## config.mk

```make
export PLATFORM = sky130hd
export DESIGN_NAME = ccp_pwm_mode_unit
export DESIGN_NICKNAME = d
export VERILOG_FILES = /design/src/ccp_pwm_pkg.sv /design/src/ccp_pwm_mode_unit.sv /design/src/ccp_pin_sync.sv
export SDC_FILE = /design/constraint.sdc
export NUM_CORES = 1
export LEC_CHECK = 0
export BUFFER_PORTS_ARGS = -buffer_cell sky130_fd_sc_hd__buf_2
export CAP_MARGIN = 20
export CORE_MARGIN = 1.5
export CORE_UTILIZATION = 24
export CTS_CLUSTER_SIZE = 10
export DETAILED_ROUTE_END_ITERATION = 7
export PLACE_DENSITY_LB_ADDON = 0.12
export SLEW_MARGIN = 20
export SYNTH_ARGS = -nofsm -noshare
export SYNTH_HDL_FRONTEND = slang
export SYNTH_SLANG_ARGS = --single-unit
```

## constraint.sdc

```tcl
create_clock -name mclk -period 1.9 [get_ports mclk]
set_input_delay 0 -clock mclk [delete_from_list [all_inputs] [get_ports mclk]]
set_output_delay 0 -clock mclk [all_outputs]
set_load 0.05 [all_outputs]
```

## src/ccp_pwm_pkg.sv

```systemverilog
// constants, types and register map of the capture/compare/modulation unit
`default_nettype none
package ccp_pwm_pkg;
    localparam int          ADDR_W              = 8;
    localparam int          DATA_W              = 32;
    // register byte offsets
    localparam logic [7:0]  OFF_UNIT_CONTROL    = 8'h00;
    localparam logic [7:0]  OFF_DUTY_BYTE       = 8'h04;
    localparam logic [7:0]  OFF_ACTIVE_DUTY     = 8'h08;
    localparam logic [7:0]  OFF_TIMER_ASSIGN    = 8'h0c;
    localparam logic [7:0]  OFF_PERIOD_LIMIT    = 8'h10;
    localparam logic [7:0]  OFF_TIMER_CONTROL   = 8'h14;
    localparam logic [7:0]  OFF_TIMER_COUNT     = 8'h18;
    localparam logic [7:0]  OFF_STATUS          = 8'h1c;
    localparam logic [7:0]  OFF_PIN_CONFIG      = 8'h20;
    // reset values
    localparam logic [7:0]  RST_UNIT_CONTROL    = 8'h00;
    localparam logic [7:0]  RST_BYTE            = 8'h00;
    localparam logic [7:0]  RST_PERIOD_LIMIT    = 8'hff;
    localparam logic        RST_PIN_DIRECTION   = 1'b1;
    // unit_control fields
    localparam int          CTL_DUTY_LO_POS     = 4;
    localparam int          CTL_MODE_POS        = 0;
    // period_timer_control fields
    localparam int          TCTL_POST_POS       = 3;
    localparam int          TCTL_RUN_POS        = 2;
    localparam int          TCTL_PRE_POS        = 0;
    // status / pin_config fields
    localparam int          STAT_FLAG_POS       = 0;
    localparam int          STAT_PIN_POS        = 1;
    localparam int          PCFG_DIR_POS        = 0;
    localparam int          PCFG_TRIG_POS       = 1;
    // prescale select codes
    localparam logic [1:0]  PRE_DIV1            = 2'h0;
    localparam logic [1:0]  PRE_DIV4            = 2'h1;
    // instruction cycle = 4 oscillator periods
    localparam logic [1:0]  PHASE_LAST          = 2'h3;
    localparam int          CAPT_DIV4_LAST      = 3;
    localparam int          CAPT_DIV16_LAST     = 15;

    typedef enum logic [3:0] {
        MODE_OFF         = 4'b0000,
        MODE_CMP_TOGGLE  = 4'b0010,
        MODE_CAPT_FALL   = 4'b0100,
        MODE_CAPT_RISE   = 4'b0101,
        MODE_CAPT_RISE4  = 4'b0110,
        MODE_CAPT_RISE16 = 4'b0111,
        MODE_CMP_SET     = 4'b1000,
        MODE_CMP_CLEAR   = 4'b1001,
        MODE_CMP_SOFT    = 4'b1010,
        MODE_CMP_TRIG    = 4'b1011,
        MODE_PWM         = 4'b1100
    } unit_mode_t;

    typedef struct packed {
        logic [ADDR_W-1:0] paddr;
        logic              pwrite;
        logic [DATA_W-1:0] pwdata;
    } apb_req_t;

    typedef struct packed {
        logic [7:0] duty_byte;
        logic [1:0] duty_low_bits;
    } duty_t;
endpackage : ccp_pwm_pkg
`default_nettype wire

```

## src/ccp_pwm_mode_unit.sv

```systemverilog
// capture/compare/modulation unit with apb register access
`default_nettype none
module ccp_pwm_mode_unit
    import ccp_pwm_pkg::*;
#(
    parameter int CMP_W = 16
) (
    // clock and reset
    input  wire logic              mclk,
    input  wire logic              arst_n,
    // apb slave
    input  wire logic              psel,
    input  wire logic              penable,
    input  wire logic              pwrite,
    input  wire logic [ADDR_W-1:0] paddr,
    input  wire logic [DATA_W-1:0] pwdata,
    output var  logic [DATA_W-1:0] prdata,
    output var  logic              pready,
    output var  logic              pslverr,
    // system
    input  wire logic              sleep,
    input  wire logic [CMP_W-1:0]  cmp_timer,
    // capture input pin
    input  wire logic              capture_pin,
    // unit output pin
    output var  logic              unit_output_pin,
    output var  logic              unit_output_oe,
    output var  logic              unit_match_flag,
    output var  logic              conv_trigger
);
    if (CMP_W != 16) begin : g_w
        $error("compare width must be 16");
    end

    function automatic logic hit(input logic [ADDR_W-1:0] a, input logic [7:0] off);
        hit = (a == off);
    endfunction : hit

    function automatic logic is_pwm(input logic [3:0] m);
        is_pwm = (m[3:2] == 2'b11);
    endfunction : is_pwm

    apb_req_t   req;
    logic       acc;
    logic       wr;
    logic       mapped;
    logic [7:0] unit_control;
    logic [7:0] duty_byte;
    logic [7:0] active_duty_buffer;
    logic [1:0] duty_latch;
    logic [7:0] unit_timer_assign;
    logic [7:0] period_limit;
    logic [7:0] period_timer_control;
    logic [7:0] period_timer_count;
    logic       pin_direction_bit;
    logic       converter_trigger_source;
    logic [1:0] phase;
    logic [3:0] prescale_cnt;
    logic [3:0] capt_cnt;
    logic       capt_level;
    logic       capt_prev;
    logic       cmp_prev;
    logic       out_latch;
    logic       flag_clr;
    logic [3:0] mode;
    logic [1:0] timer_prescale_select;
    logic       timer_run;
    logic       pwm_on;
    logic       off;
    logic       inst_end;
    logic       pre_wrap;
    logic       tick;
    logic       period_end;
    logic [1:0] base_low;
    logic [9:0] time_base;
    logic [9:0] active_duty;
    logic       duty_hit;
    logic       capt_edge;
    logic       capt_fire;
    logic       cmp_hit;
    logic       cmp_event;
    logic [7:0] next_rdata;

    assign req         = '{paddr: paddr, pwrite: pwrite, pwdata: pwdata};
    assign acc         = psel & penable & pready;
    assign wr          = acc & req.pwrite;
    assign mode        = unit_control[CTL_MODE_POS +: 4];
    assign timer_prescale_select = period_timer_control[TCTL_PRE_POS +: 2];
    assign timer_run   = period_timer_control[TCTL_RUN_POS];
    assign pwm_on      = is_pwm(mode);
    assign off         = (mode == MODE_OFF);
    assign flag_clr    = wr & hit(req.paddr, OFF_STATUS) & req.pwdata[STAT_FLAG_POS];

    // ---------------- apb handshake: one wait state per access ----------------
    always_ff @(posedge mclk or negedge arst_n) begin
        if (!arst_n) begin
            pready <= 1'b0;
        end else begin
            pready <= psel & penable & ~pready;
        end
    end

    always_comb begin
        mapped     = 1'b1;
        next_rdata = 8'h00;
        case (req.paddr)
            OFF_UNIT_CONTROL:  next_rdata = unit_control;
            OFF_DUTY_BYTE:     next_rdata = duty_byte;
            OFF_ACTIVE_DUTY:   next_rdata = active_duty_buffer;
            OFF_TIMER_ASSIGN:  next_rdata = unit_timer_assign;
            OFF_PERIOD_LIMIT:  next_rdata = period_limit;
            OFF_TIMER_CONTROL: next_rdata = period_timer_control;
            OFF_TIMER_COUNT:   next_rdata = period_timer_count;
            OFF_STATUS:        next_rdata = {6'h00, out_latch, unit_match_flag};
            OFF_PIN_CONFIG:    next_rdata = {6'h00, converter_trigger_source,
                                             pin_direction_bit};
            default:           mapped     = 1'b0;
        endcase
    end

    // read data and error are loaded with the wait state, valid with pready
    always_ff @(posedge mclk or negedge arst_n) begin
        if (!arst_n) begin
            prdata  <= '0;
            pslverr <= 1'b0;
        end else if (psel & penable & ~pready) begin
            prdata  <= {24'h000000, next_rdata};
            pslverr <= ~mapped;
        end else begin
            prdata  <= '0;
            pslverr <= 1'b0;
        end
    end

    // ---------------- software registers ----------------
    always_ff @(posedge mclk or negedge arst_n) begin
        if (!arst_n) begin
            unit_control <= RST_UNIT_CONTROL;
        end else if (wr & hit(req.paddr, OFF_UNIT_CONTROL)) begin
            unit_control <= {2'b00, req.pwdata[5:0]};
        end
    end

    always_ff @(posedge mclk or negedge arst_n) begin
        if (!arst_n) begin
            unit_timer_assign        <= RST_BYTE;
            period_limit             <= RST_PERIOD_LIMIT;
            period_timer_control     <= RST_BYTE;
            pin_direction_bit        <= RST_PIN_DIRECTION;
            converter_trigger_source <= 1'b0;
        end else if (wr) begin
            if (hit(req.paddr, OFF_TIMER_ASSIGN)) begin
                unit_timer_assign <= req.pwdata[7:0];
            end
            if (hit(req.paddr, OFF_PERIOD_LIMIT)) begin
                period_limit <= req.pwdata[7:0];
            end
            if (hit(req.paddr, OFF_TIMER_CONTROL)) begin
                // postscale bits are stored but never reach the period logic
                period_timer_control <= {1'b0, req.pwdata[6:0]};
            end
            if (hit(req.paddr, OFF_PIN_CONFIG)) begin
                pin_direction_bit        <= req.pwdata[PCFG_DIR_POS];
                converter_trigger_source <= req.pwdata[PCFG_TRIG_POS];
            end
        end
    end

    // ---------------- period timer and prescaler ----------------
    assign inst_end = (phase == PHASE_LAST);

    // ratio 1, 4 or 16 instruction cycles per timer step
    always_comb begin
        case (timer_prescale_select)
            PRE_DIV1: pre_wrap = 1'b1;
            PRE_DIV4: pre_wrap = (prescale_cnt[1:0] == 2'h3);
            default:  pre_wrap = (prescale_cnt == 4'hf);
        endcase
    end

    // sleep stops every counter, so the unit resumes where it stopped
    assign tick       = timer_run & ~sleep & inst_end & pre_wrap;
    assign period_end = tick & (period_timer_count == period_limit);

    always_ff @(posedge mclk or negedge arst_n) begin
        if (!arst_n) begin
            phase <= 2'h0;
        end else if (~sleep) begin
            phase <= phase + 2'h1;
        end
    end

    always_ff @(posedge mclk or negedge arst_n) begin
        if (!arst_n) begin
            prescale_cnt <= 4'h0;
        end else if (~timer_run) begin
            prescale_cnt <= 4'h0;
        end else if (~sleep & inst_end) begin
            prescale_cnt <= prescale_cnt + 4'h1;
        end
    end

    always_ff @(posedge mclk or negedge arst_n) begin
        if (!arst_n) begin
            period_timer_count <= RST_BYTE;
        end else if (wr & hit(req.paddr, OFF_TIMER_COUNT)) begin
            period_timer_count <= req.pwdata[7:0];
        end else if (period_end) begin
            period_timer_count <= 8'h00;
        end else if (tick) begin
            period_timer_count <= period_timer_count + 8'h01;
        end
    end

    // ---------------- modulation time base ----------------
    always_comb begin
        case (timer_prescale_select)
            PRE_DIV1: base_low = phase;
            PRE_DIV4: base_low = prescale_cnt[1:0];
            default:  base_low = prescale_cnt[3:2];
        endcase
    end

    // with limit 255 every one of the 1024 duty values is reachable
    assign time_base   = {period_timer_count, base_low};
    assign active_duty = {active_duty_buffer, duty_latch};
    // a duty beyond the period never matches, so the pin keeps its level
    assign duty_hit    = pwm_on & timer_run & ~sleep & (time_base == active_duty);

    // ---------------- capture input ----------------
    ccp_pin_sync #(
        .RESET_LEVEL (1'b0)
    ) u_capt_sync (
        .mclk   (mclk),
        .arst_n (arst_n),
        .pin_in (capture_pin),
        .level  (capt_level)
    );

    always_ff @(posedge mclk or negedge arst_n) begin
        if (!arst_n) begin
            capt_prev <= 1'b0;
        end else if (~sleep) begin
            capt_prev <= capt_level;
        end
    end

    assign capt_edge = ~sleep & ((mode == MODE_CAPT_FALL) ? (capt_prev & ~capt_level)
                                                          : (~capt_prev & capt_level));

    always_comb begin
        case (mode)
            MODE_CAPT_FALL,
            MODE_CAPT_RISE:   capt_fire = capt_edge;
            MODE_CAPT_RISE4:  capt_fire = capt_edge &
                                          (capt_cnt[1:0] == 2'(CAPT_DIV4_LAST));
            MODE_CAPT_RISE16: capt_fire = capt_edge &
                                          (capt_cnt == 4'(CAPT_DIV16_LAST));
            default:          capt_fire = 1'b0;
        endcase
    end

    // edge prescaler is not cleared by a mode change, only by the off code
    always_ff @(posedge mclk or negedge arst_n) begin
        if (!arst_n) begin
            capt_cnt <= 4'h0;
        end else if (off) begin
            capt_cnt <= 4'h0;
        end else if (~sleep & capt_edge & (mode[3:2] == 2'b01)) begin
            capt_cnt <= capt_cnt + 4'h1;
        end
    end

    // ---------------- compare ----------------
    assign cmp_hit = (cmp_timer == {active_duty_buffer, duty_byte});
    // act once per match, not on every cycle the match persists
    assign cmp_event = ~sleep & cmp_hit & ~cmp_prev &
                       ((mode == MODE_CMP_TOGGLE) | (mode[3:2] == 2'b10));

    always_ff @(posedge mclk or negedge arst_n) begin
        if (!arst_n) begin
            cmp_prev <= 1'b0;
        end else if (~sleep) begin
            cmp_prev <= cmp_hit;
        end
    end

    // ---------------- duty byte and active buffer ----------------
    always_ff @(posedge mclk or negedge arst_n) begin
        if (!arst_n) begin
            duty_byte          <= RST_BYTE;
            active_duty_buffer <= RST_BYTE;
            duty_latch         <= 2'h0;
        end else begin
            if (wr & hit(req.paddr, OFF_DUTY_BYTE)) begin
                duty_byte <= req.pwdata[7:0];
            end
            if (wr & hit(req.paddr, OFF_ACTIVE_DUTY) & ~pwm_on) begin
                active_duty_buffer <= req.pwdata[7:0];
            end
            if (off) begin
                duty_latch <= 2'h0;
            end else if (pwm_on & period_end) begin
                active_duty_buffer <= duty_byte;
                duty_latch <= unit_control[CTL_DUTY_LO_POS +: 2];
            end else if (capt_fire) begin
                {active_duty_buffer, duty_byte} <= cmp_timer;
            end
        end
    end

    // ---------------- output latch ----------------
    always_ff @(posedge mclk or negedge arst_n) begin
        if (!arst_n) begin
            out_latch <= 1'b0;
        end else if (off) begin
            out_latch <= 1'b0;
        end else if (pwm_on) begin
            if (period_end) begin
                // zero duty never raises the pin
                out_latch <= ({duty_byte, unit_control[5:4]} != 10'h000);
            end else if (duty_hit) begin
                out_latch <= 1'b0;
            end
        end else if (cmp_event) begin
            case (mode)
                MODE_CMP_SET:    out_latch <= 1'b1;
                MODE_CMP_CLEAR:  out_latch <= 1'b0;
                MODE_CMP_TOGGLE: out_latch <= ~out_latch;
                default:         out_latch <= out_latch;
            endcase
        end
    end

    // ---------------- flag, trigger and pins ----------------
    // a new event in the clearing cycle keeps the flag set
    always_ff @(posedge mclk or negedge arst_n) begin
        if (!arst_n) begin
            unit_match_flag <= 1'b0;
        end else if (capt_fire | cmp_event) begin
            unit_match_flag <= 1'b1;
        end else if (flag_clr) begin
            unit_match_flag <= 1'b0;
        end
    end

    always_ff @(posedge mclk or negedge arst_n) begin
        if (!arst_n) begin
            conv_trigger <= 1'b0;
        end else begin
            conv_trigger <= cmp_event & (mode == MODE_CMP_TRIG) &
                            converter_trigger_source;
        end
    end

    // pin level holds through sleep because out_latch is frozen there
    always_ff @(posedge mclk or negedge arst_n) begin
        if (!arst_n) begin
            unit_output_pin <= 1'b0;
            unit_output_oe  <= 1'b0;
        end else begin
            unit_output_pin <= out_latch & ~duty_hit;
            unit_output_oe  <= ~pin_direction_bit;
        end
    end
endmodule : ccp_pwm_mode_unit
`default_nettype wire

```

## src/ccp_pin_sync.sv

```systemverilog
// three-stage synchroniser; output moves once the last two stages agree
`default_nettype none
module ccp_pin_sync #(
    parameter logic RESET_LEVEL = 1'b0
) (
    // clock and reset
    input  wire logic mclk,
    input  wire logic arst_n,
    // level in and out
    input  wire logic pin_in,
    output var  logic level
);
    logic s1;
    logic s2;
    logic s3;

    always_ff @(posedge mclk or negedge arst_n) begin
        if (!arst_n) begin
            s1 <= RESET_LEVEL;
            s2 <= RESET_LEVEL;
            s3 <= RESET_LEVEL;
        end else begin
            s1 <= pin_in;
            s2 <= s1;
            s3 <= s2;
        end
    end

    // s1 feeds s2 only; a single-cycle disagreement is filtered out
    always_ff @(posedge mclk or negedge arst_n) begin
        if (!arst_n) begin
            level <= RESET_LEVEL;
        end else if (s2 == s3) begin
            level <= s3;
        end
    end
endmodule : ccp_pin_sync
`default_nettype wire

```

==> Word-level counts from Yosys, hierarchy flattened <==
Cells that the tools add are included.
W data, S select, Z words.
{ "totals": {"register_bits": 112, "elab_cells": 157} }
{ "classes": {"add_sub_neg": 4, "n_bitwise": 45, "eq_ne": 31, "muxes": 33, "n_reduce_logical": 17} }
{ "ops": {"columns": ["operator", "count"], "rows": [
  ["$mux W8", 12],
  ["$pmux W8 S9", 1],
  ["$and A1 B1 Y1", 33],
  ["$eq A8 B5 Y1 const B", 4],
  ["$eq A4 B4 Y1 const B", 5],
  ["$eq A16 B16 Y1", 1],
  ["$eq A4 B3 Y1 const B", 4],
  ["$eq A8 B4 Y1 const B", 2],
  ["$mux W4", 4],
  ["$eq A10 B10 Y1", 1],
  ["$eq A2 B2 Y1 const B", 5],
  ["$mux W1", 10],
  ["$not A1 Y1", 10],
  ["$reduce_bool A10 Y1", 1],
  ["$reduce_or A9 Y1", 1],
  ["$add A4 B1 Y4 const B", 2],
  ["$add A8 B1 Y8 const B", 1],
  ["$eq A8 B3 Y1 const B", 1],
  ["$eq A8 B6 Y1 const B", 1],
  ["$eq A8 B8 Y1", 1],
  ["$logic_not A8 Y1", 1],
  ["$reduce_and A2 Y1", 4],
  ["$pmux W1 S3", 2],
  ["$reduce_bool A2 Y1", 3],
  ["other kinds (16)", 20]
]} }

==> Longest topological paths before layout <==
Gate-level depths: netlist (run 1).
{ "depth": {"ltp_word": 9, "ltp_mapped": 9, "ltp_nobuf": 7} }

==> By module <==
A second synthesis (run 1) with hierarchy kept.
{ "unflattened": {"cells_unflattened": 476, "hier_area_um2": 5011.1} }
{ "by_module_without_submodules": {"columns": ["mod", "area_per_inst_um2", "n_inst", "cells_per_inst"], "rows": [
  ["ccp_pwm_mode_unit", 4899.7, 1, 471],
  ["ccp_pin_sync", 111.4, 1, 5]
]} }

==> Worst setup path after synthesis (run 1) <==
OpenSTA, ideal clock, no wires.
{ "synth_path": {"kind": "register -> register", "startpoint": "register pready", "endpoint": "register active_duty_buffer[5]", "setup_ns": 0.137, "arrival_ns": 1.987, "t_required_ns": 1.763, "path_buffers": 1, "period_less_slack_ns": 2.125, "slack_ns": -0.225, "path_stages_with_launch": 8, "path_cell_list": "dfrtp_1 > nand2_1 > nor2_1 > and4_1 > buf_4 > mux2_2 > mux2i_1 > a21oi_1"} }
{ "synth_via": {"elab_chain_cells": 8} }
{ "synth_rtl": {"columns": ["item", "line", "source"], "rows": [
  ["start: declaration", "ccp_pwm_mode_unit.sv:18", "output var logic pready,"],
  ["start signal: assignment", "ccp_pwm_mode_unit.sv:99", "pready <= psel & penable & ~pready;"],
  ["$and A1 B1 Y1 (*)", "ccp_pwm_mode_unit.sv:85", "assign acc = psel & penable & pready;"],
  ["$and A1 B1 Y1 (*)", "ccp_pwm_mode_unit.sv:86", "assign wr = acc & req.pwrite;"],
  ["$and A1 B1 Y1 (*) (2 in series)", "ccp_pwm_mode_unit.sv:298", "if (wr & hit(req.paddr, OFF_ACTIVE_DUTY) & ~pwm_on) begin"],
  ["$mux W8 (*)", "ccp_pwm_mode_unit.sv:298", null],
  ["$mux W8", "ccp_pwm_mode_unit.sv:306", "end else if (capt_fire) begin"],
  ["$mux W8", "ccp_pwm_mode_unit.sv:303", "end else if (pwm_on & period_end) begin"],
  ["$mux W8 (*)", "ccp_pwm_mode_unit.sv:301", "if (off) begin"],
  ["end signal: assignment", "ccp_pwm_mode_unit.sv:299", "active_duty_buffer <= req.pwdata[7:0];"],
  ["end signal: assignment", "ccp_pwm_mode_unit.sv:304", "active_duty_buffer <= duty_byte;"],
  ["end signal: assignment", "ccp_pwm_mode_unit.sv:307", "{active_duty_buffer, duty_byte} <= cmp_timer;"],
  ["end: declaration", "ccp_pwm_mode_unit.sv:49", "logic [7:0] active_duty_buffer;"]
]} }
Mark *: on every way between the ends. The rest lies on a longest branch, timed or not.
A chain may end at the register's enable or synchronous reset.

==> Final worst setup path (run 1) <==
{ "layout_path": {"startpoint": "register period_timer_count[2]", "endpoint": "register out_latch"} }
{ "layout_via": {"elab_chain_cells": 5, "elab_cells_between_ends": 9, "classes_between": "eq/ne (3); mux (3); bitwise (2); reduce/logical (1)"} }
{ "layout_rtl": {"columns": ["item", "line", "source"], "rows": [
  ["start: declaration", "ccp_pwm_mode_unit.sv:54", "logic [7:0] period_timer_count;"],
  ["start signal: assignment", "ccp_pwm_mode_unit.sv:207", "period_timer_count <= req.pwdata[7:0];"],
  ["start signal: assignment", "ccp_pwm_mode_unit.sv:211", "period_timer_count <= period_timer_count + 8'h01;"],
  ["$eq A8 B8 Y1", "ccp_pwm_mode_unit.sv:183", "assign period_end = tick & (period_timer_count == period_limit);"],
  ["$and A1 B1 Y1", "ccp_pwm_mode_unit.sv:183", null],
  ["$mux W1", "ccp_pwm_mode_unit.sv:319", "if (period_end) begin"],
  ["$mux W1", "ccp_pwm_mode_unit.sv:318", "end else if (pwm_on) begin"],
  ["$mux W1", "ccp_pwm_mode_unit.sv:316", "end else if (off) begin"],
  ["end signal: assignment", "ccp_pwm_mode_unit.sv:321", "out_latch <= ({duty_byte, unit_control[5:4]} != 10'h000);"],
  ["end signal: assignment", "ccp_pwm_mode_unit.sv:329", "MODE_CMP_TOGGLE: out_latch <= ~out_latch;"],
  ["end signal: assignment", "ccp_pwm_mode_unit.sv:330", "default: out_latch <= out_latch;"],
  ["end: declaration", "ccp_pwm_mode_unit.sv:63", "logic out_latch;"]
]} }
Parallel ways exist; a longest one is shown, timed or not.

==> results of run 1 <==
-- flip-flops by register name, summed over array words and instances, names as in the netlist, 2 cells and up --
register,cells
duty_latch,2
phase,2
period_limit,8
prdata,8
unit_control,6
prescale_cnt,4
capt_cnt,4
duty_byte,8
period_timer_count,8
period_timer_control,7
unit_timer_assign,8
active_duty_buffer,8
-- critical path, delay by kind of cell, from the launching register on --
family,cells,cell delay [ps]
AOI/OAI and AO/OA,1,100
xor gates and xnor gates,1,160
buffers and inverters,1,140
DFF,1,390
muxes,1,300
and+or+nand+nor,3,790
-- final cells by class --
class                      count  share of cell area
inverter                       6             0.00332
clock inverter                 3             0.00909
multi-input combinational    378               0.410
clock buffer                  13              0.0350
tap                          275              0.0481
sequential                    88               0.310
timing repair buffer         175               0.184
-- cells by family after synthesis --
kind of cell	Yosys count	share of synthesized area
and+or+nand+nor	144	0.161
AOI/OAI and AO/OA	94	0.115
DFF	88	0.433
muxes	71	0.149
buffers and inverters	53	0.0609
xor gates and xnor gates	40	0.0685
adders and majority gates	5	0.0117
other	1	0.000733
-- timing repair --
| item | 4_1_cts | 5_1_grt |
|---|---|---|
| resized for setup | 30 | 39 |
| hold endpoints to repair | 51 | 0 |
| hold buffers | 18 | 0 |
| buffers inserted | 2 | 2 |
| endpoints found under the setup margin | 18 | 26 |
| pin swaps | 8 | 17 |
| cloned | 0 | 1 |
-- power by group --
part	switching, W	leakage (nW)	internal (W)
clock network	0.000791	0.154	0.00119
logic	0.000401	2.01	0.000257
registers	0.0000259	1.15	0.00192
total	0.00122	3.32	0.00336
-- synthesized netlist by cell type (2+ instances only) --
| library cell | count | area [sq um] |
|---|---|---|
| o211ai_1 | 2 | 15.0 |
| o21ai_1 | 2 | 10.0 |
| nor4_2 | 2 | 25.0 |
| clkbuf_1 | 13 | 48.8 |
| o2bb2ai_1 | 4 | 35.0 |
| nand2b_1 | 2 | 12.5 |
| nand3b_1 | 2 | 15.0 |
| or3_1 | 3 | 18.8 |
| or4_1 | 6 | 45.0 |
| dfstp_2 | 9 | 236 |
| dfrtp_1 | 79 | 1980 |
| ha_1 | 4 | 50.1 |
| mux2_2 | 42 | 473 |
| o31ai_1 | 3 | 22.5 |
| mux2i_1 | 28 | 280 |
| inv_1 | 5 | 18.8 |
| a22oi_1 | 8 | 60.1 |
| buf_2 | 6 | 30.0 |
| xor2_1 | 25 | 219 |
| a22o_1 | 2 | 17.5 |
| nor2_1 | 20 | 75.1 |
| a31oi_1 | 2 | 12.5 |
| nand2_1 | 41 | 154 |
| o21ai_0 | 29 | 145 |
| a221oi_1 | 6 | 52.6 |
| a21oi_1 | 23 | 115 |
| nor3_1 | 5 | 25.0 |
| xnor2_1 | 15 | 131 |
| a21o_1 | 2 | 15.0 |
| nor2b_1 | 16 | 100 |
| nand4_1 | 4 | 25.0 |
| buf_4 | 26 | 195 |
| nor4_1 | 8 | 50.1 |
| nand3_1 | 12 | 60.1 |
| o22ai_1 | 7 | 43.8 |
| and3_1 | 6 | 37.5 |
| and2_1 | 5 | 31.3 |
-- layer usage --
layer	up-vias	global-route usage	share of wire
met3	13	0.0187	0.024
met4	0	0.0545	0.015
li1	2061	-	-
met1	2135	0.212	0.48
met5	-	0	0
met2	67	0.263	0.49
-- how the worst max path moves through the flow --
stage	from	end	cells past startpoint
after floorplan	unit_control[1]	active_duty_buffer[6]	5
after global placement	period_limit[7]	period_timer_count[7]	8
after detailed placement	period_limit[7]	period_timer_count[7]	8
after CTS	period_timer_count[6]	out_latch	6
after global routing	period_limit[2]	period_timer_count[4]	7
final	period_timer_count[2]	out_latch	7
-- through the flow --
| stage | TNS, ps | utilization | hold slack, ps | worst slack, ps | cell area, sq um |
|---|---|---|---|---|---|
| 2_1_floorplan | -20.7 | - | -296 | -10.6 | 5240 |
| 3_3_place_gp | -1930 | 0.303 | 19.6 | -177 | 6340 |
| 3_5_place_dp | -1780 | 0.303 | 33.0 | -136 | 6340 |
| 4_1_cts | -140 | 0.333 | 2.14 | -58.1 | 6990 |
| 5_1_grt | -1980 | 0.341 | 26.6 | -134 | 7160 |
| 6_report | -235 | 0.341 | 8.28 | -93.0 | 7160 |
-- cells in the final DEF, fill, tap and decap left out, drive strengths merged, types with 6 or more instances in the layout --
cell type and count:
dlygate4sd3 18, xnor2 15, dfrtp 79, and3 6
nand3 12, mux2i 28, xor2 25, mux2 43
or4 7, nor3 6, a22oi 8, a21oi 23
clkbuf 13, nand2 43, dfstp 9, nor4 11
a221oi 7, o21ai 31, nor2b 16, nor2 21
conb 24, buf 157, o22ai 7
==> flow_summary.ini, run 1 <==
[setup_path]
path_max_fanout = 2
required_ps = 2140
r2r_start = period_timer_count[2]
critPathSlowestCell = or4_4
slowest_delay_ps = 450
worst_setup_path_end_kind = flip-flop
r2r-end = out_latch
rr_worst_depth = 7
worstPathCellList = buf_4, xnor2_1, nand4_1, or4_4, nor4_4, o31ai_2, mux2_4
ff2ff_setup_slack_ps = -90
worst-endpoint-arrival_ps = 2230
start_kind = flip-flop
path_class = reg -> reg

[cells_and_area]
syn_to_final_growth_pct = 39.9
multi_input_area_sq_mm = 0.00293
stdcell_count = 938
drive_above_1_share = 0.424
diodes = 0
seq_area_sq_mm = 0.00222
nets = 725
nFillCells = 2148

[floorplanning]
die_h_um = 149
die-area_sq_mm = 0.0222
core-area_sq_mm = 0.0210
ioPinCount = 101
start_util = 0.244
row_count = 53
die_w_um = 149

[synth]
syn_area_sq_mm = 0.00511
synth_edf_count = 0
postSynthRegisterBits = 88
synthFlopType = dfrtp_1
yosysWarnings = 0
syn_avg_cell_area_sq_um = 10.3
seq_area_frac_synth = 0.433
synthCells = 496
synth_cell_type_count = 59
synth-async-reset-ratio = 1.00

[timing]
period_needed_ps = 1990
fmaxAchievable_mhz = 502
report.final.slew_viol_count = 0
worstMarginPinSlew_ps = 566
finalClockSkew_ps = 7.82
relSlewSlack = 0.623
rsz0062_at_grt = yes
timing.final.ws_setup_ps = -93.0
hold_violations = 0
setup_viol = 11
fin_crit_sh = 1.05

[cts]
clockBufferDepth = 2
clock-sinks = 88
cts_buffers = 9
htreeDepth = 3
cts_root_buf = clkbuf_16
insertion_delay_ps = 350
cts_tree = done
path_clk_slew_ps = 70

[grt]
grt_pass1_wl_um = 26100
grt.total_usage = 0.158
gr-total-overflow = 0
grt_antenna_before_repair = 0
grt_max_degree = 39
grt_pass1_vias = 4362

[drt]
routedWlPerCell_um = 18.1
vias = 4276
drt_pre_antenna_iters = 4
drc = 0
dr.first_iter.drc_count = 207
ant_nets = 0
wl_um = 17000
viasPerCell = 4.56

[hold_path]
whs_path_depth = 3
min_from = cmp_timer[13]
min_to = active_duty_buffer[5]
min_path_type = in -> reg

[pwr]
p_leak_nw = 3.32
p_total_w = 0.00458
power_density_mw_per_mm2 = 640
irDropWorstVdd_v = 0.000297

[placed_design]
numPortBuffers = 52
hpwlAfterDp_um = 13000
place.gp.congestion = 0.835
place_inst = 899

[flow_run]
maxCapViolCount = 0

[run_status]
failed_checks = negative setup slack
outcome = complete, but fails checks
(Power assumes the default switching activity.)
==> run 2: changes to the inputs <==
CORE_UTILIZATION = 50   (was 24)
PLACE_DENSITY = 0.76   (was default)
PLACE_DENSITY_LB_ADDON = default   (was 0.12)
TNS_END_PERCENT = 10   (was default)
==> run 2 against run 1 <==
  * The flow still finishes with violations (negative setup slack)
  * Fmax is 0.56% lower
  * Clock skew is 8.9 ps higher
  * First-iteration DRC count is 5.8% higher
  * Cell area is 8.7% lower
  * Global-route usage is 12 points higher
  * Clock power is 41% lower
  * Power is 19% lower
  * Critical path type unchanged
==> flow_summary.ini, run 2 (synthesis results as in run 1) <==
[cts]
clockBufferDepth = 2
htreeDepth = 3
cts_root_buf = clkbuf_8
insertion_delay_ps = 370
clock-sinks = 88
cts_buffers = 9
path_clk_slew_ps = 90
cts_tree = done

[cells_and_area]
final_cell_mix = dfrtp_1, buf_4, buf_2
stdcell_count = 775
multi_input_area_sq_mm = 0.00280
diodes = 0
final_common_cell = dfrtp_1
seq_area_sq_mm = 0.00222
nFillCells = 769
nets = 704
syn_to_final_growth_pct = 27.7
drive_above_1_share = 0.364

[setup_path]
slowest_delay_ps = 430
crit_family = simple AND/OR/NAND/NOR gates
rr_worst_depth = 6
worst-endpoint-arrival_ps = 2260
path_max_fanout = 4
worst_setup_path_end_kind = flip-flop
path_class = reg -> reg
r2r-end = out_latch
start_kind = flip-flop
r2r_start = active_duty_buffer[6]
required_ps = 2150
worstPathCellList = xor2_1, nor4_2, nand3_1, o31ai_2, o31ai_1, mux2_1
ff2ff_setup_slack_ps = -100
critPathSlowestCell = dfrtp_1
crit_buf_inv = 0

[timing]
finalClockSkew_ps = 16.7
rsz0062_at_grt = yes
fmaxAchievable_mhz = 499
relSlewSlack = 0.641
fin_crit_sh = 1.05
report.final.slew_viol_count = 0
timing.final.ws_setup_ps = -104
worstMarginPinSlew_ps = 537
period_needed_ps = 2000
hold_violations = 0
setup_viol = 13

[placed_design]
dp_slack_ps = -131
numPortBuffers = 52
place.gp.congestion = 0.969
place_inst = 734
hpwlAfterDp_um = 10600

[drt]
ant_nets = 0
vias = 4424
viasPerCell = 5.71
drt_pre_antenna_iters = 5
routedWlPerCell_um = 18.7
drc = 0
dr.first_iter.drc_count = 219
wl_um = 14500

[flow_run]
maxCapViolCount = 0

[floorplanning]
core-area_sq_mm = 0.00986
die_h_um = 104
start_util = 0.519
die_w_um = 104
ioPinCount = 101
die-area_sq_mm = 0.0108
row_count = 36

[pwr]
p_leak_nw = 3.12
p_sw_frac = 0.296
p_sw_w = 0.00110
p_seq_frac = 0.522
power_frac_comb = 0.166
power_density_mw_per_mm2 = 570
irDropWorstVdd_v = 0.000358
p_int_w = 0.00262
clkPwrFrac = 0.312

[hold_path]
whs_path_depth = 3
min_to = period_timer_count[2]
min_path_type = in -> reg
min_from = pwdata[2]

[run_status]
failed_checks = negative setup slack
outcome = complete, but fails checks

[grt]
grt_max_degree = 47
grt_pass1_vias = 4550
gr-total-overflow = 0
grt.total_usage = 0.276
grt_pass1_wl_um = 23200
grt_antenna_before_repair = 0
[run 2: cell count changes in the layout (fill, tap and decap cells not counted), sizes merged]
cell and change:
bufinv -2, clkinv +1, buf -27, clkbuf -2, clkinvlp +3, dlygate4sd3 +6
[run 2: per-stage QoR]
step / hold WS (ps) / util / total power [W] / area (sq um) / TNS (ps)
after global routing: 34.6 / 0.662 / 0.00387 / 6530 / -2590
after detailed placement: -54.3 / 0.608 / 0.00253 / 5990 / -1300
final: 31.2 / 0.662 / 0.00372 / 6530 / -874
after CTS: 15.9 / 0.654 / 0.00371 / 6450 / -724
after floorplan: -296 / - / 0.00231 / 5240 / -20.7
after global placement: -66.8 / 0.608 / 0.00250 / 5990 / -763
[run 2: repair_timing]
item	CTS	global route
setup endpoints to repair	19	26
hold endpoints to repair	110	0
pin swaps	1	13
setup buffers	0	1
hold buffers	24	0
gates resized for setup	12	31
cloned	0	0
[run 2: tightest hold or removal path, cell delays in order]
cell     delay, ps
buf_2          170
nor2_1         140
a21oi_1         50
[run 2: worst max path at each step]
stage	start	depth (start not counted)	to	slack, ps
after floorplan	unit_control[1]	5	active_duty_buffer[6]	-10
after global placement	period_timer_count[6]	6	out_latch	-80
after detailed placement	period_timer_count[6]	6	out_latch	-130
after CTS	unit_control[1]	5	active_duty_buffer[2]	-100
after global routing	active_duty_buffer[6]	6	out_latch	-190
final	active_duty_buffer[6]	6	out_latch	-100
[run 2: layer usage]
metal | part of all wire | track usage
met5 | 0 | 0
met4 | 0.045 | 0.152
met3 | 0.048 | 0.0476
met2 | 0.49 | 0.450
met1 | 0.42 | 0.347
[run 2: layout make-up]
| class | count | share of cell area |
|---|---|---|
| Clock buffer | 11 | 0.0201 |
| Clock inverter | 5 | 0.00517 |
| Inverter | 6 | 0.00402 |
| Multi-Input combinational cell | 378 | 0.429 |
| Sequential cell | 88 | 0.339 |
| Tap cell | 133 | 0.0255 |
| Timing Repair Buffer | 154 | 0.177 |
[run 2: power by group through the flow]
stage	logic, W	clock network [W]	registers, W
floorplan	0.000324	0	0.00199
global placement	0.000528	0	0.00197
detailed placement	0.000552	0	0.00198
CTS	0.000600	0.00117	0.00194
global route	0.000669	0.00125	0.00195
finish	0.000617	0.00116	0.00194
==> run 3: changes to the inputs <==
PLACE_DENSITY = 0.77   (was 0.76)
SYNTH_HIERARCHICAL = 1   (was default)
==> run 3 against run 2 <==
  * The flow still finishes with violations (negative setup slack)
  * Core utilization decreased by 0.57 points
  * Worst hold slack got worse by 11 ps
  * Critical endpoint is now active_duty_buffer[5]
  * Flip-flop and latch count unchanged
  * Register-to-register slack about the same
  * Largest cell class unchanged
  * Synthesized cell count decreased by 4.0%
  * Clock skew decreased by 4.3 ps
  * Combinational power decreased by 0.6%
  * Non-clock buffer count decreased by 7
  * Via count decreased by 2.9%
  * Area after synthesis decreased by 2.0%
  * Critical path depth decreased by 1
  * Worst setup slack got worse by 15 ps
==> flow_summary.ini, run 3 <==
[hold_path]
whs_path_depth = 3
min_path_type = in -> reg

[grt]
grt_pass1_vias = 4210
grt.total_usage = 0.279
gr-total-overflow = 0
grt_max_degree = 49
grt_pass1_wl_um = 22000
grt_antenna_before_repair = 0

[timing]
fin_crit_sh = 1.06
setup_viol = 13
period_needed_ps = 2020
report.final.slew_viol_count = 0
timing.final.ws_setup_ps = -119
finalClockSkew_ps = 12.4
hold_violations = 0
fmaxAchievable_mhz = 495
relSlewSlack = 0.629
worstMarginPinSlew_ps = 557
fin_setup_tns_ps = -953
rsz0062_at_grt = yes

[setup_path]
path_max_fanout = 8
r2r_start = prescale_cnt[1]
required_ps = 2160
worst-endpoint-arrival_ps = 2280
ff2ff_setup_slack_ps = -120
worstSetupEndpoint = active_duty_buffer[5]
start_kind = flip-flop
crit_start = prescale_cnt[1]
path_class = reg -> reg
r2r-end = active_duty_buffer[5]
worst_setup_path_end_kind = flip-flop
rr_worst_depth = 5

[synth]
synthCells = 476
ys_top_cells_by_count = dfrtp_1, nand2_1, mux2_2
synth_top_area_cell = dfrtp_1
synth_edf_count = 0
yosysWarnings = 6
synthFlopType = dfrtp_1
synth-xor-area-share = 0.0699
synth_top_family_by_area = simple AND/OR/NAND/NOR gates
yosys.area_share.simple = 0.148
synth_cell_type_count = 59
synthMuxAreaShare = 0.125
syn_avg_cell_area_sq_um = 10.5
synth_fa_ha_area_frac = 0.0122
yosysTopAreaCellShare = 0.395
synth-async-reset-ratio = 1.00
postSynthRegisterBits = 88
synthMostInstantiatedCell = dfrtp_1
synthTopCellsByArea = dfrtp_1, mux2_2, dfstp_2, xor2_1, mux2i_1
syn_area_sq_mm = 0.00501
synth_compound_area_frac = 0.134
seq_area_frac_synth = 0.442

[drt]
drc = 0
ant_nets = 0
drt_pre_antenna_iters = 6
wl_um = 14200
routedWlPerCell_um = 18.8
viasPerCell = 5.71
vias = 4296
dr.first_iter.drc_count = 424

[run_status]
outcome = complete, but fails checks
failed_checks = negative setup slack

[cts]
insertion_delay_ps = 370
cts_buffers = 9
htreeDepth = 3
cts_tree = done
clock-sinks = 88
cts_root_buf = clkbuf_8
clockBufferDepth = 2
path_clk_slew_ps = 100

[floorplanning]
die_h_um = 103
start_util = 0.515
ioPinCount = 101
die_w_um = 103
core-area_sq_mm = 0.00973
die-area_sq_mm = 0.0106
row_count = 36

[pwr]
power_density_mw_per_mm2 = 647
p_sw_frac = 0.265
p_leak_nw = 3.08
p_int_w = 0.00304
p_sw_w = 0.00109
clkPwrFrac = 0.382
power_frac_comb = 0.148
irDropWorstVdd_v = 0.000302
p_seq_frac = 0.470

[placed_design]
numPortBuffers = 52
place.gp.congestion = 0.991
hpwlAfterDp_um = 9980
place_inst = 710
dp_slack_ps = -179
postPlaceCellArea_sq_mm = 0.00576

[cells_and_area]
final_cell_mix = dfrtp_1, buf_4, buf_2
fin_util = 0.657
drive_above_1_share = 0.357
diodes = 0
nFillCells = 731
final_area_sq_mm = 0.00639
syn_to_final_growth_pct = 27.5
stdcell_count = 752
nets = 681
final_common_cell = dfrtp_1

[flow_run]
maxCapViolCount = 0
==> run 3: cell count changes after synthesis, moves of 5 or more <==
cell	change
a21oi_1	-10
a221oi_1	-5
a22oi_1	+6
a31oi_1	+11
clkbuf_1	-5
mux2_2	-5
mux2i_1	-7
nor2b_1	-7
==> run 3: kinds of logic after synthesis <==
logic type | after synthesis
AOI/OAI and AO/OA | 95
xor gates and xnor gates | 40
adders and majority gates | 5
buffers and inverters | 52
DFF | 88
muxes | 58
other | 1
and+or+nand+nor | 137
==> run 3: how the worst min path moves through the flow <==
| stage | from | to | slack, ps |
|---|---|---|---|
| after floorplan | arst_n | active_duty_buffer[0] | -300 |
| after global placement | arst_n | active_duty_buffer[7] | 20 |
| after detailed placement | arst_n | duty_byte[6] | 20 |
| after CTS | cmp_timer[8] | active_duty_buffer[0] | 0.8 |
| after global routing | pwdata[2] | period_timer_count[2] | 10 |
| final | pwdata[3] | period_timer_count[3] | 20 |
==> run 3: metrics by stage <==
step	hold WS [ps]	total power (W)
final	20.6	0.00414
after global routing	14.6	0.00429
after CTS	0.774	0.00413
after detailed placement	19.7	0.00253
after global placement	18.3	0.00252
after floorplan	-296	0.00232
==> run 3: final cells by class <==
type	count	area, sq um	share of cell area
Sequential cell	88	2210	0.347
Clock inverter	7	119	0.0186
Tap cell	133	166	0.0261
Multi-Input combinational cell	360	2670	0.419
Timing Repair Buffer	147	1060	0.166
Inverter	8	30.0	0.00470
Clock buffer	9	124	0.0194
==> run 3: power by group through the flow <==
stage | combinational [W] | clock [W] | sequential [W]
floorplan | 0.000327 | 0 | 0.00199
global placement | 0.000541 | 0 | 0.00197
detailed placement | 0.000552 | 0 | 0.00198
CTS | 0.000600 | 0.00159 | 0.00194
global route | 0.000664 | 0.00168 | 0.00195
finish | 0.000613 | 0.00158 | 0.00194
==> run 3: critical path: stages (launching register included) <==
cell and delay [ps]:
dfrtp_1 360, ha_2 200, and3_4 200, o2111ai_4 170, or4_4 670, mux2_2 320
==> run 3: repair_timing <==
action / 4_1_cts / 5_1_grt
pin swaps: 7 / 12
endpoints found under the setup margin: 19 / 29
hold endpoints to repair: 71 / 0
cloned: 1 / 0
gates resized for setup: 17 / 18
setup buffers: 1 / 1
hold buffers: 23 / 0
==> run 3: metal layers <==
layer	track usage	part of all wire
met5	0	0
met4	0.130	0.033
met3	0.0481	0.073
met2	0.459	0.49
met1	0.361	0.40
